<file path="config.mk">
export PLATFORM = sky130hd
export DESIGN_NAME = bpm_port_mux
export DESIGN_NICKNAME = d
export VERILOG_FILES = /design/src/core/bpm_pkg.sv /design/src/core/bpm_port_mux.sv
export SDC_FILE = /design/constraint.sdc
export NUM_CORES = 1
export LEC_CHECK = 0
export BUFFER_PORTS_ARGS = -buffer_cell sky130_fd_sc_hd__buf_2
export CAP_MARGIN = 20
export CORE_MARGIN = 4
export CORE_UTILIZATION = 25
export CTS_BUF_LIST = sky130_fd_sc_hd__clkbuf_4
export DETAILED_ROUTE_END_ITERATION = 16
export PLACE_DENSITY = 0.45
export SLEW_MARGIN = 20
export SYNTH_ARGS = -nofsm -noshare
export SYNTH_HDL_FRONTEND = slang
export SYNTH_SLANG_ARGS = --single-unit
</file>
<file path="constraint.sdc">
create_clock -name clock -period 2.78 [get_ports clock]
set_clock_uncertainty 0.1 [all_clocks]
set_input_delay 0.556 -clock clock [delete_from_list [all_inputs] [get_ports clock]]
set_output_delay 0.556 -clock clock [all_outputs]
set_load 0.02 [all_outputs]
</file>
<file path="src/core/bpm_pkg.sv">
/*
  Shared constants, register map and carrier types for the low-byte and strobe port
  pin multiplexer.
  Assumes a classic Wishbone slave with 32-bit data and byte addressing. Mode, bus width
  and DRAM area settings arrive as levels from the bus controller and mode straps.
*/
// What this block does
// RULE1 - Full expanded modes: low-byte pins are GPIO if all 8-bit, data bus if 16-bit
// RULE2 - Modes 3/7: expansion off gives GPIO, expansion on follows bus width choice
// RULE3 - Low-byte pull-up on only in 8-bit mode, direction 0 and pull-up bit 1
// RULE4 - Strobe port direction register is write-only; reads return a fixed filler
// RULE5 - Clock pin direction resets to 1 in modes 1,2,4,5,6, else 0; others 0
// RULE6 - Top strobe pin drives system clock when its direction is 1, else input
// RULE7 - Address strobe pin outputs strobe when expanded and its enable is set
// RULE8 - Read and high write strobe pins are bus outputs whenever expanded
// RULE9 - Low write strobe pin outputs strobe when expanded and its enable is set
// RULE10 - Lower column pin outputs strobe when any DRAM area of 2 to 5 is 16-bit
// RULE11 - Column strobe pins feed interrupt 15 and 14 while their select bit is 0
// RULE12 - Upper column pin outputs strobe when any of areas 2 to 5 is DRAM
// RULE13 - Wait pin is the wait input when expanded and wait enable is 1
// RULE14 - Strobe port data register is read/write, resets 0, drives GPIO outputs
// RULE15 - Pin level register reads data bit for outputs, pin for inputs; writes ignored
// RULE16 - In modes 3/7 expanded, lowest three strobe pins need function select bits
// RULE17 - Modes 3/7 with expansion off: pins 6 to 0 are plain GPIO
// RULE18 - Low-byte GPIO: direction 1 is output, 0 is input
// RULE19 - Bus function overrides GPIO output in the same cycle the selection changes
package bpm_pkg;

  // ----------------------------------------------------------------
  // Register map, byte addresses
  // ----------------------------------------------------------------
  localparam logic [7:0] OFS_PF_DIR   = 8'h00;
  localparam logic [7:0] OFS_PF_DATA  = 8'h04;
  localparam logic [7:0] OFS_PF_PIN   = 8'h08;
  localparam logic [7:0] OFS_PE_DIR   = 8'h0C;
  localparam logic [7:0] OFS_PE_DATA  = 8'h10;
  localparam logic [7:0] OFS_PE_PIN   = 8'h14;
  localparam logic [7:0] OFS_PE_PULL  = 8'h18;
  localparam logic [7:0] OFS_CTRL     = 8'h1C;
  localparam logic [7:0] OFS_FSEL     = 8'h20;

  // ----------------------------------------------------------------
  // Reset values and read filler
  // ----------------------------------------------------------------
  localparam logic [7:0] RST_BYTE     = 8'h00;
  localparam logic [2:0] RST_FSEL     = 3'h0;
  localparam logic [7:0] UNDEF_READ   = 8'hA5;

  // ----------------------------------------------------------------
  // Control register fields
  // ----------------------------------------------------------------
  localparam int CTL_EXPANSION = 0;
  localparam int CTL_AS_OE     = 1;
  localparam int CTL_LWR_OE    = 2;
  localparam int CTL_WAIT_EN   = 3;
  localparam int CTL_INTERRUPT_REQUEST_14_SEL = 4;
  localparam int CTL_INTERRUPT_REQUEST_15_SEL = 5;

  // Function select fields, used in modes 3 and 7
  localparam int FS_LOWER_COLUMN_STROBE = 0;
  localparam int FS_UPPER_COLUMN_STROBE = 1;
  localparam int FS_WAIT = 2;

  // Strobe port pin positions
  localparam int PIN_WAIT = 0;
  localparam int PIN_UPPER_COLUMN_STROBE = 1;
  localparam int PIN_LOWER_COLUMN_STROBE = 2;
  localparam int PIN_LWR  = 3;
  localparam int PIN_HWR  = 4;
  localparam int PIN_RD   = 5;
  localparam int PIN_AS   = 6;
  localparam int PIN_CLK  = 7;

  // ----------------------------------------------------------------
  // Carriers
  // ----------------------------------------------------------------
  typedef struct packed {
    logic sys_clock;
    logic address_strobe;
    logic read_strobe;
    logic high_write_strobe;
    logic low_write_strobe;
    logic lower_column_strobe;
    logic upper_column_strobe;
  } bpm_strobes_t;

  typedef struct packed {
    logic [7:0] pf_dir;
    logic [7:0] pf_dr;
    logic [7:0] pe_dir;
    logic [7:0] pe_dr;
    logic [7:0] pe_pcr;
    logic [7:0] ctrl;
    logic [2:0] fsel;
    logic       ack;
    logic [7:0] rdata;
    logic       init_done;
  } bpm_state_t;

  // Modes 1, 2, 4, 5 and 6 are always expanded
  function automatic logic bpm_full_expanded(input logic [2:0] mode);
    case (mode)
      3'h1, 3'h2, 3'h4, 3'h5, 3'h6: bpm_full_expanded = 1'b1;
      default:                      bpm_full_expanded = 1'b0;
    endcase
  endfunction

  // Output pins read back their data bit, inputs the live pin
  function automatic logic [7:0] bpm_pin_read(input logic [7:0] dir,
                                              input logic [7:0] dr,
                                              input logic [7:0] pin);
    bpm_pin_read = (dir & dr) | (~dir & pin);
  endfunction

endpackage

</file>
<file path="src/core/bpm_port_mux.sv">
/*
  Pin multiplexer and GPIO for the low data byte port and the strobe port, with a
  Wishbone classic register slave.
  Assumes pin inputs are synchronous to clock; mode is stable from reset release.
*/
module bpm_port_mux (
  // Clock and reset
  input  wire  logic                 clock,
  input  wire  logic                 reset,
  // Wishbone slave
  input  wire  logic                 wb_cyc_i,
  input  wire  logic                 wb_stb_i,
  input  wire  logic                 wb_we_i,
  input  wire  logic [7:0]           wb_adr_i,
  input  wire  logic [3:0]           wb_sel_i,
  input  wire  logic [31:0]          wb_dat_i,
  output logic       [31:0]          wb_dat_o,
  output logic                       wb_ack_o,
  // Mode and bus controller settings
  input  wire  logic [2:0]           mode,
  input  wire  logic [7:0]           area_16bit,
  input  wire  logic [3:0]           dram_area_mask,
  // Bus controller signals
  input  wire  bpm_pkg::bpm_strobes_t strobes,
  input  wire  logic [7:0]           data_low_out,
  input  wire  logic                 data_low_oe,
  output logic       [7:0]           data_low_in,
  output logic                       wait_request,
  output logic                       interrupt_request_15,
  output logic                       interrupt_request_14,
  // Low-byte port pins
  input  wire  logic [7:0]           pe_in,
  output logic       [7:0]           pe_out,
  output logic       [7:0]           pe_oe,
  output logic       [7:0]           pe_pullup,
  // Strobe port pins
  input  wire  logic [7:0]           pf_in,
  output logic       [7:0]           pf_out,
  output logic       [7:0]           pf_oe
);
  import bpm_pkg::*;

  bpm_state_t s_reg;
  bpm_state_t s_next;

  logic full_mode;
  logic expanded;
  logic bus16;
  logic as_en;
  logic lwr_en;
  logic lower_column_strobe_en;
  logic upper_column_strobe_en;
  logic wait_en;
  logic req;
  logic wr;
  logic [7:0] adr;

  // ----------------------------------------------------------------
  // Function selection
  // ----------------------------------------------------------------
  assign full_mode = bpm_full_expanded(mode);
  assign expanded  = full_mode | s_reg.ctrl[CTL_EXPANSION];  // RULE2
  assign bus16     = expanded & (|area_16bit);                // RULE1 RULE2
  assign as_en     = expanded & s_reg.ctrl[CTL_AS_OE];        // RULE7
  assign lwr_en    = expanded & s_reg.ctrl[CTL_LWR_OE];       // RULE9
  assign lower_column_strobe_en   = expanded & (full_mode | s_reg.fsel[FS_LOWER_COLUMN_STROBE])
                   & (|(dram_area_mask & area_16bit[5:2]));   // RULE10 RULE16
  assign upper_column_strobe_en   = expanded & (full_mode | s_reg.fsel[FS_UPPER_COLUMN_STROBE])
                   & (|dram_area_mask);                       // RULE12 RULE16
  assign wait_en   = expanded & (full_mode | s_reg.fsel[FS_WAIT])
                   & s_reg.ctrl[CTL_WAIT_EN];                 // RULE13 RULE16

  // ----------------------------------------------------------------
  // Low-byte port pins
  // ----------------------------------------------------------------
  always_comb begin
    if (bus16) begin
      pe_out = data_low_out;                                  // RULE1 RULE19
      pe_oe  = {8{data_low_oe}};
    end else begin
      pe_out = s_reg.pe_dr;                                   // RULE18
      pe_oe  = s_reg.pe_dir;                                  // RULE18
    end
  end
  assign pe_pullup   = (~|area_16bit) ? (~s_reg.pe_dir & s_reg.pe_pcr) : 8'h00;  // RULE3
  assign data_low_in = pe_in;

  // ----------------------------------------------------------------
  // Strobe port pins
  // ----------------------------------------------------------------
  always_comb begin
    pf_out = s_reg.pf_dr;                                     // RULE14 RULE17
    pf_oe  = s_reg.pf_dir;                                    // RULE17
    if (s_reg.pf_dir[PIN_CLK]) begin
      pf_out[PIN_CLK] = strobes.sys_clock;                    // RULE6
    end
    if (as_en) begin
      pf_out[PIN_AS] = strobes.address_strobe;                // RULE7 RULE19
      pf_oe[PIN_AS]  = 1'b1;
    end
    if (expanded) begin
      pf_out[PIN_RD]  = strobes.read_strobe;                  // RULE8
      pf_oe[PIN_RD]   = 1'b1;
      pf_out[PIN_HWR] = strobes.high_write_strobe;            // RULE8
      pf_oe[PIN_HWR]  = 1'b1;
    end
    if (lwr_en) begin
      pf_out[PIN_LWR] = strobes.low_write_strobe;             // RULE9
      pf_oe[PIN_LWR]  = 1'b1;
    end
    if (lower_column_strobe_en) begin
      pf_out[PIN_LOWER_COLUMN_STROBE] = strobes.lower_column_strobe;         // RULE10
      pf_oe[PIN_LOWER_COLUMN_STROBE]  = 1'b1;
    end
    if (upper_column_strobe_en) begin
      pf_out[PIN_UPPER_COLUMN_STROBE] = strobes.upper_column_strobe;         // RULE12
      pf_oe[PIN_UPPER_COLUMN_STROBE]  = 1'b1;
    end
    if (wait_en) begin
      pf_out[PIN_WAIT] = 1'b0;                                // RULE13
      pf_oe[PIN_WAIT]  = 1'b0;
    end
  end

  // Interrupt inputs tap the pins alongside any port function
  assign interrupt_request_15 = ~s_reg.ctrl[CTL_INTERRUPT_REQUEST_15_SEL] & pf_in[PIN_LOWER_COLUMN_STROBE];  // RULE11
  assign interrupt_request_14 = ~s_reg.ctrl[CTL_INTERRUPT_REQUEST_14_SEL] & pf_in[PIN_UPPER_COLUMN_STROBE];  // RULE11
  assign wait_request         = wait_en & pf_in[PIN_WAIT];                     // RULE13

  // ----------------------------------------------------------------
  // Register slave
  // ----------------------------------------------------------------
  assign req = wb_cyc_i & wb_stb_i;
  assign wr  = req & wb_we_i & s_reg.ack & wb_sel_i[0];
  assign adr = {wb_adr_i[7:2], 2'b00};

  always_comb begin
    s_next     = s_reg;
    s_next.ack = req & ~s_reg.ack;
    // Mode dependent clock pin direction is loaded once after release
    if (!s_reg.init_done) begin
      s_next.init_done      = 1'b1;
      s_next.pf_dir[PIN_CLK] = full_mode;                     // RULE5
    end
    if (req & ~s_reg.ack & ~wb_we_i) begin
      case (adr)
        OFS_PF_DIR:  s_next.rdata = UNDEF_READ;               // RULE4
        OFS_PF_DATA: s_next.rdata = s_reg.pf_dr;              // RULE14
        OFS_PF_PIN:  s_next.rdata = bpm_pin_read(s_reg.pf_dir, s_reg.pf_dr, pf_in);  // RULE15
        OFS_PE_DIR:  s_next.rdata = UNDEF_READ;
        OFS_PE_DATA: s_next.rdata = s_reg.pe_dr;
        OFS_PE_PIN:  s_next.rdata = bpm_pin_read(s_reg.pe_dir, s_reg.pe_dr, pe_in);
        OFS_PE_PULL: s_next.rdata = s_reg.pe_pcr;
        OFS_CTRL:    s_next.rdata = s_reg.ctrl;
        OFS_FSEL:    s_next.rdata = {5'h00, s_reg.fsel};
        default:     s_next.rdata = 8'h00;
      endcase
    end
    if (wr) begin
      case (adr)
        OFS_PF_DIR:  s_next.pf_dir = wb_dat_i[7:0];
        OFS_PF_DATA: s_next.pf_dr  = wb_dat_i[7:0];           // RULE14
        OFS_PE_DIR:  s_next.pe_dir = wb_dat_i[7:0];
        OFS_PE_DATA: s_next.pe_dr  = wb_dat_i[7:0];
        OFS_PE_PULL: s_next.pe_pcr = wb_dat_i[7:0];
        OFS_CTRL:    s_next.ctrl   = wb_dat_i[7:0];
        OFS_FSEL:    s_next.fsel   = wb_dat_i[2:0];
        default:     s_next.fsel   = s_reg.fsel;              // RULE15
      endcase
    end
  end

  always_ff @(posedge clock or posedge reset) begin
    if (reset) begin
      s_reg.pf_dir    <= RST_BYTE;                            // RULE5
      s_reg.pf_dr     <= RST_BYTE;                            // RULE14
      s_reg.pe_dir    <= RST_BYTE;
      s_reg.pe_dr     <= RST_BYTE;
      s_reg.pe_pcr    <= RST_BYTE;
      s_reg.ctrl      <= RST_BYTE;
      s_reg.fsel      <= RST_FSEL;
      s_reg.ack       <= 1'b0;
      s_reg.rdata     <= RST_BYTE;
      s_reg.init_done <= 1'b0;
    end else begin
      s_reg <= s_next;
    end
  end

  assign wb_ack_o = s_reg.ack;
  assign wb_dat_o = {24'h000000, s_reg.rdata};
endmodule

</file>
==> results of run 1 <==
synth_stat cells, types with 5 or more instances:
cell,count,area share (%)
nor3_1,6,0.80
buf_4,42,8.4
nor3b_1,9,1.8
dfrtp_1,61,41
mux2i_1,8,2.1
nor2_1,15,1.5
mux2_2,33,9.9
nand2_1,11,1.1
a21oi_1,14,1.9
buf_2,5,0.67
mux2_1,41,12
a21o_1,11,2.2
nand2b_1,6,1.0
o21ai_0,5,0.67
nor2b_1,7,1.2
a22o_1,6,1.4
per-layer routing:
metal	vias to the layer above	track usage (%)	share of wire (%)
li1	1422	-	-
met1	1399	18.96	47
met2	108	21.82	46
met3	10	2.824	5.8
met4	0	3.811	1.1
met5	-	0	0
cells by family after synthesis:
| kind of cell | synth area share (%) |
|---|---|
| multiplexers | 24.41 |
| AND/OR/NAND/NOR | 12.51 |
| AO/OA/AOI/OAI | 12.17 |
| flip-flops | 40.80 |
| buffers and inverters | 9.899 |
| other | 0.2007 |
through the flow:
| stage | cell area (um2) | power (mW) |
|---|---|---|
| floorplan | 3827 | 1.173 |
| global placement | 4418 | 1.280 |
| detailed placement | 4418 | 1.282 |
| CTS | 4517 | 1.794 |
| global route | 4517 | 1.874 |
| finish | 4517 | 1.761 |
area by class of cell:
type / count / area, um2 / area share [%]
multi-input cells: 249 / 1931 / 42.74
inverters: 4 / 15.01 / 0.3324
clock buffers: 11 / 82.58 / 1.828
well taps: 184 / 230.2 / 5.097
repair buffers: 134 / 715.7 / 15.84
clock inverters: 4 / 16.27 / 0.3601
flip-flops and latches: 61 / 1526 / 33.79
power breakdown:
group / internal [mW] / leakage [nW] / switching (mW)
Clock: 0.190 / 0.0592 / 0.311
Combinational: 0.131 / 1.48 / 0.221
Sequential: 0.898 / 0.845 / 0.0107
how the worst max path moves through the flow:
stage / end
finish: pe_out[1]
floorplan: pe_out[5]
detailed placement: pe_out[1]
CTS: pe_out[1]
global placement: pe_out[2]
global route: pe_out[6]
worst max-delay path, stage by stage:
cell and delay [ns]:
buf_2 0.11, nor3_1 0.21, a21oi_2 0.13, o21ai_2 0.29, buf_4 0.21, mux2_2 0.33, buf_2 0.16
==> results.md, run 1 <==
* LEAKAGE at 2.387 nW
* Worst R2R End: wb_dat_o[0]
* Asr flop ratio synth at between 90% and 100%
* Fin crit period at approximately 2.6 ns
* Count of final setup violators at 0
* Crit path required time at between 2 and 2.5 ns
* H-tree levels at 3
* Synthesis-to-layout area growth at 20.74%
* # fillers at around 1.5k
* Place WS at 0.1351 ns
* Number of max-cap violations at 0
* Routed vias/inst at 4.543
* Final HPWL DP at between 9 and 10 mm
* Die footprint at between 15000 and 20000 um2
* First-pass GRT wire length at about 18 mm
* Placer congestion estimate at 0.8272
* Initial DRC count at 100
* Port bufs at 126
* Cells after Synth at 342
* Starting density of the core at 25.64%
* Initial antenna violation count at 0
* Largest net degree at the start of global routing at just over 60
* R2R setup slack at 0.81 ns
* Clk sinks at a little over 60
* Die W at 130.3 um
* Synth Flop Type: dfrtp_1
* Post-route ant nets at 0
* CTS clk-pin slew, worst paths at 0.10 ns
* Syn Std Cell Area at 3741 um2
* Avg Inst Size Synth at 10.94 um2
* Commonest non-fill, non-tap cell in the layout: buf_2
* Slew @ Worst Pin at 0.7627 ns
* Setup ws final at 0.1350 ns
* Synth Register Bits at 61
* Final Hold Vio Count at 0
* EDFF count, synth at 0
* Unrepaired setup endpoints after global routing: no
* Final Util at 30.96%
* Type of the most critical hold path: in -> async
* Synthesis Warnings at 0
* Row count at 44
* Vias in the first global route at about 3k
* Crit Path Max Fanout at 7
* Tot GR Track Use at between 10% and 20%
* Setup Fix Bufs, Post-CTS at 0
* Resize count post-CTS at 0
* R2R depth at 5
* Die H at 130.3 um
* Hold WS at 0.1010 ns
* Highest clock rate at 378.1 MHz
* Status: completed
* WS Path Type: in -> out
* Clock Latency Late Sink at 0.39 ns
* Total core area at approximately 15000 um2
* Seq/Total Area, Yosys at 40.80%
* VDD IR-drop max at 126.2 uV
* Layout cells sized above 1 at roughly 42%
* Tcrit/Tclk final at between 90% and 100%
* Final net count at 555
* I/O pin cnt at 180
* Final std cells w/o fill at about 650
* Relative slew slack at slightly below 50%
* CTS Buffer Depth at 2
* Drc violations at 0
* Setup crit start: mode[1]
* Crit start category: primary input
* CTS tree: yes
* First drt pass iteration count at 4
* Placed Instances at about 630
* CP Capture Type: primary output
* Clock root buffer: clkbuf_4
* Number of flip-flops in the largest register at 51
* # diodes at 0
* Unique masters post-synth at 49
* Most frequent cells in the layout: 126 x buf_2, 61 x dfrtp_1, 41 x mux2_1
* Origin of the critical flop-to-flop path: s_reg[13]
* Setup TNS at 0 ns
* Worst Path Arrival at 1.99 ns
* CTS buffer count at 9
* Routed WL per cell at between 15 and 20 um
* Final WL at 11.39 mm
* Vias at 2939
* Fin. max-slew vios at 0
* # hold bufs at CTS at 0
* Grt ovf at 0
* PwrDens at between 300 and 400 nW/um2
Note: power is estimated with default switching activity, not from simulation.
==> inputs of run 2 (changes only) <==
- REMOVE_ABC_BUFFERS: unset -> 1
==> run 2 against run 1 <==
Count of clock-buffer cells in the layout shrank 2; via count grew 2.7%; wire length increased by 4.4%; global-route usage increased by 0.19 points; critical endpoint is now pe_out[3].
==> results.md, run 2 (synthesis results as in run 1) <==
* Crit start category: primary input
* Die footprint at 16990 um2
* Count of final setup violators at 0
* Vias in the first global route at slightly above 3k
* LEAKAGE at 2.392 nW
* Worst path top cell family by delay: simple AND/OR/NAND/NOR gates
* CP Capture Type: primary output
* Resize count post-CTS at 0
* Crit Path Max Fanout at 7
* # diodes at 0
* Final HPWL DP at 9.358 mm
* Number of flip-flops in the largest register at 51
* Status: completed
* Fin crit period at 2.697 ns
* Clk sinks at 61
* Relative slew slack at between 50% and 60%
* Placed Instances at 636
* Final net count at around 560
* Unrepaired setup endpoints after global routing: no
* VDD IR-drop max at 115.8 uV
* Vias at 3019
* Fin. max-slew vios at 0
* CTS clk-pin slew, worst paths at 0.11 ns
* Routed vias/inst at 4.645
* H-tree levels at 3
* R2R setup slack at 0.74 ns
* Total core area at ~15000 um2
* CTS tree: yes
* Final std cells w/o fill at between 600 and 700
* Port bufs at 126
* Drc violations at 0
* Highest clock rate at 370.8 MHz
* I/O pin cnt at 180
* PwrDens at 387.8 nW/um2
* Synthesis-to-layout area growth at 20.77%
* Most common cell on crit path: buf_2
* Placer congestion estimate at 0.7950
* Initial antenna violation count at 0
* Largest net degree at the start of global routing at 23
* Max incr delay on CP at 0.33 ns
* Setup Fix Bufs, Post-CTS at 0
* Layout cells sized above 1 at a little over two fifths
* Tot GR Track Use at between 10% and 20%
* # hold bufs at CTS at 0
* Starting density of the core at roughly a quarter
* Number of max-cap violations at 0
* Clock root buffer: clkbuf_4
* Grt ovf at 0
* Routed WL per cell at 18.30 um
* Cells along the critical path: buf_2 > nor4_1 > nand2_1 > o21ai_4 > buf_4 > mux2_2 > buf_2
* Die H at 130.3 um
* Worst path buffer plus inverter count at 3
* Type of the most critical hold path: in -> async
* CTS Buffer Depth at 2
* Die W at 130.3 um
* Most frequent cells in the layout: 126 x buf_2, 61 x dfrtp_1, 41 x mux2_1
* CP max stage cell: mux2_2
* Clock Latency Late Sink at around 0.4 ns
* Tcrit/Tclk final at 97.00%
* Final WL at between 10 and 15 mm
* Worst Path Arrival at just over 2 ns
* Crit path required time at approximately 2.1 ns
* First-pass GRT wire length at approximately 18 mm
* Commonest non-fill, non-tap cell in the layout: buf_2
* First drt pass iteration count at 4
* Initial DRC count at 162
* CTS buffer count at 9
* Row count at 44
* Final Hold Vio Count at 0
* Post-route ant nets at 0
* Setup TNS at 0 ns
* Slew @ Worst Pin at 0.6820 ns
* WS Path Type: in -> out
==> run 2: path summary, 6_finish.rpt <==
kind,start,to,depth (start not counted)
setup / recovery,area_16bit[1],pe_out[3],7
hold / removal,reset,s_reg[57],2
setup reg to reg,s_reg[13],wb_dat_o[0],6
hold reg to reg,wb_ack_o,wb_ack_o,1
max in group asynchronous,reset,s_reg[34],3
min in group clock,wb_stb_i,wb_ack_o,3
==> run 2: final cells by class <==
cell class                 count  area, um2
fill                        1569      10070
tap                          184      230.2
sequential                    61       1526
clock inverter                 5      20.02
timing repair buffer         138      720.7
inverter                       4      15.01
multi-input combinational    249       1938
clock buffer                   9      67.56
==> run 2: metrics by stage <==
stage	area [um2]	util [%]	power, mW	hold WS [ns]	setup slack, ns
after floorplan	3472	-	1.112	0.3640	0.3200
after global placement	4423	30.32	1.282	0.3678	0.07889
after detailed placement	4423	30.32	1.285	0.3738	0.04581
after CTS	4511	30.92	1.769	0.06343	0.04324
after global routing	4518	30.97	1.846	0.09135	0.01341
final	4518	30.97	1.752	0.05149	0.08340
==> run 2: routing by layer <==
layer | GRT usage [%] | share of wire [%] | vias up
met3 | 2.620 | 7.2 | 10
met1 | 19.89 | 48 | 1445
met2 | 21.61 | 44 | 139
met4 | 3.630 | 1.0 | 0
li1 | - | - | 1425
met5 | 0 | 0 | -
==> run 2: power by group <==
part / internal (mW) / leakage (nW) / switching [mW]
clock: 0.161 / 0.0516 / 0.326
sequential: 0.898 / 0.845 / 0.0103
combinational: 0.129 / 1.50 / 0.227
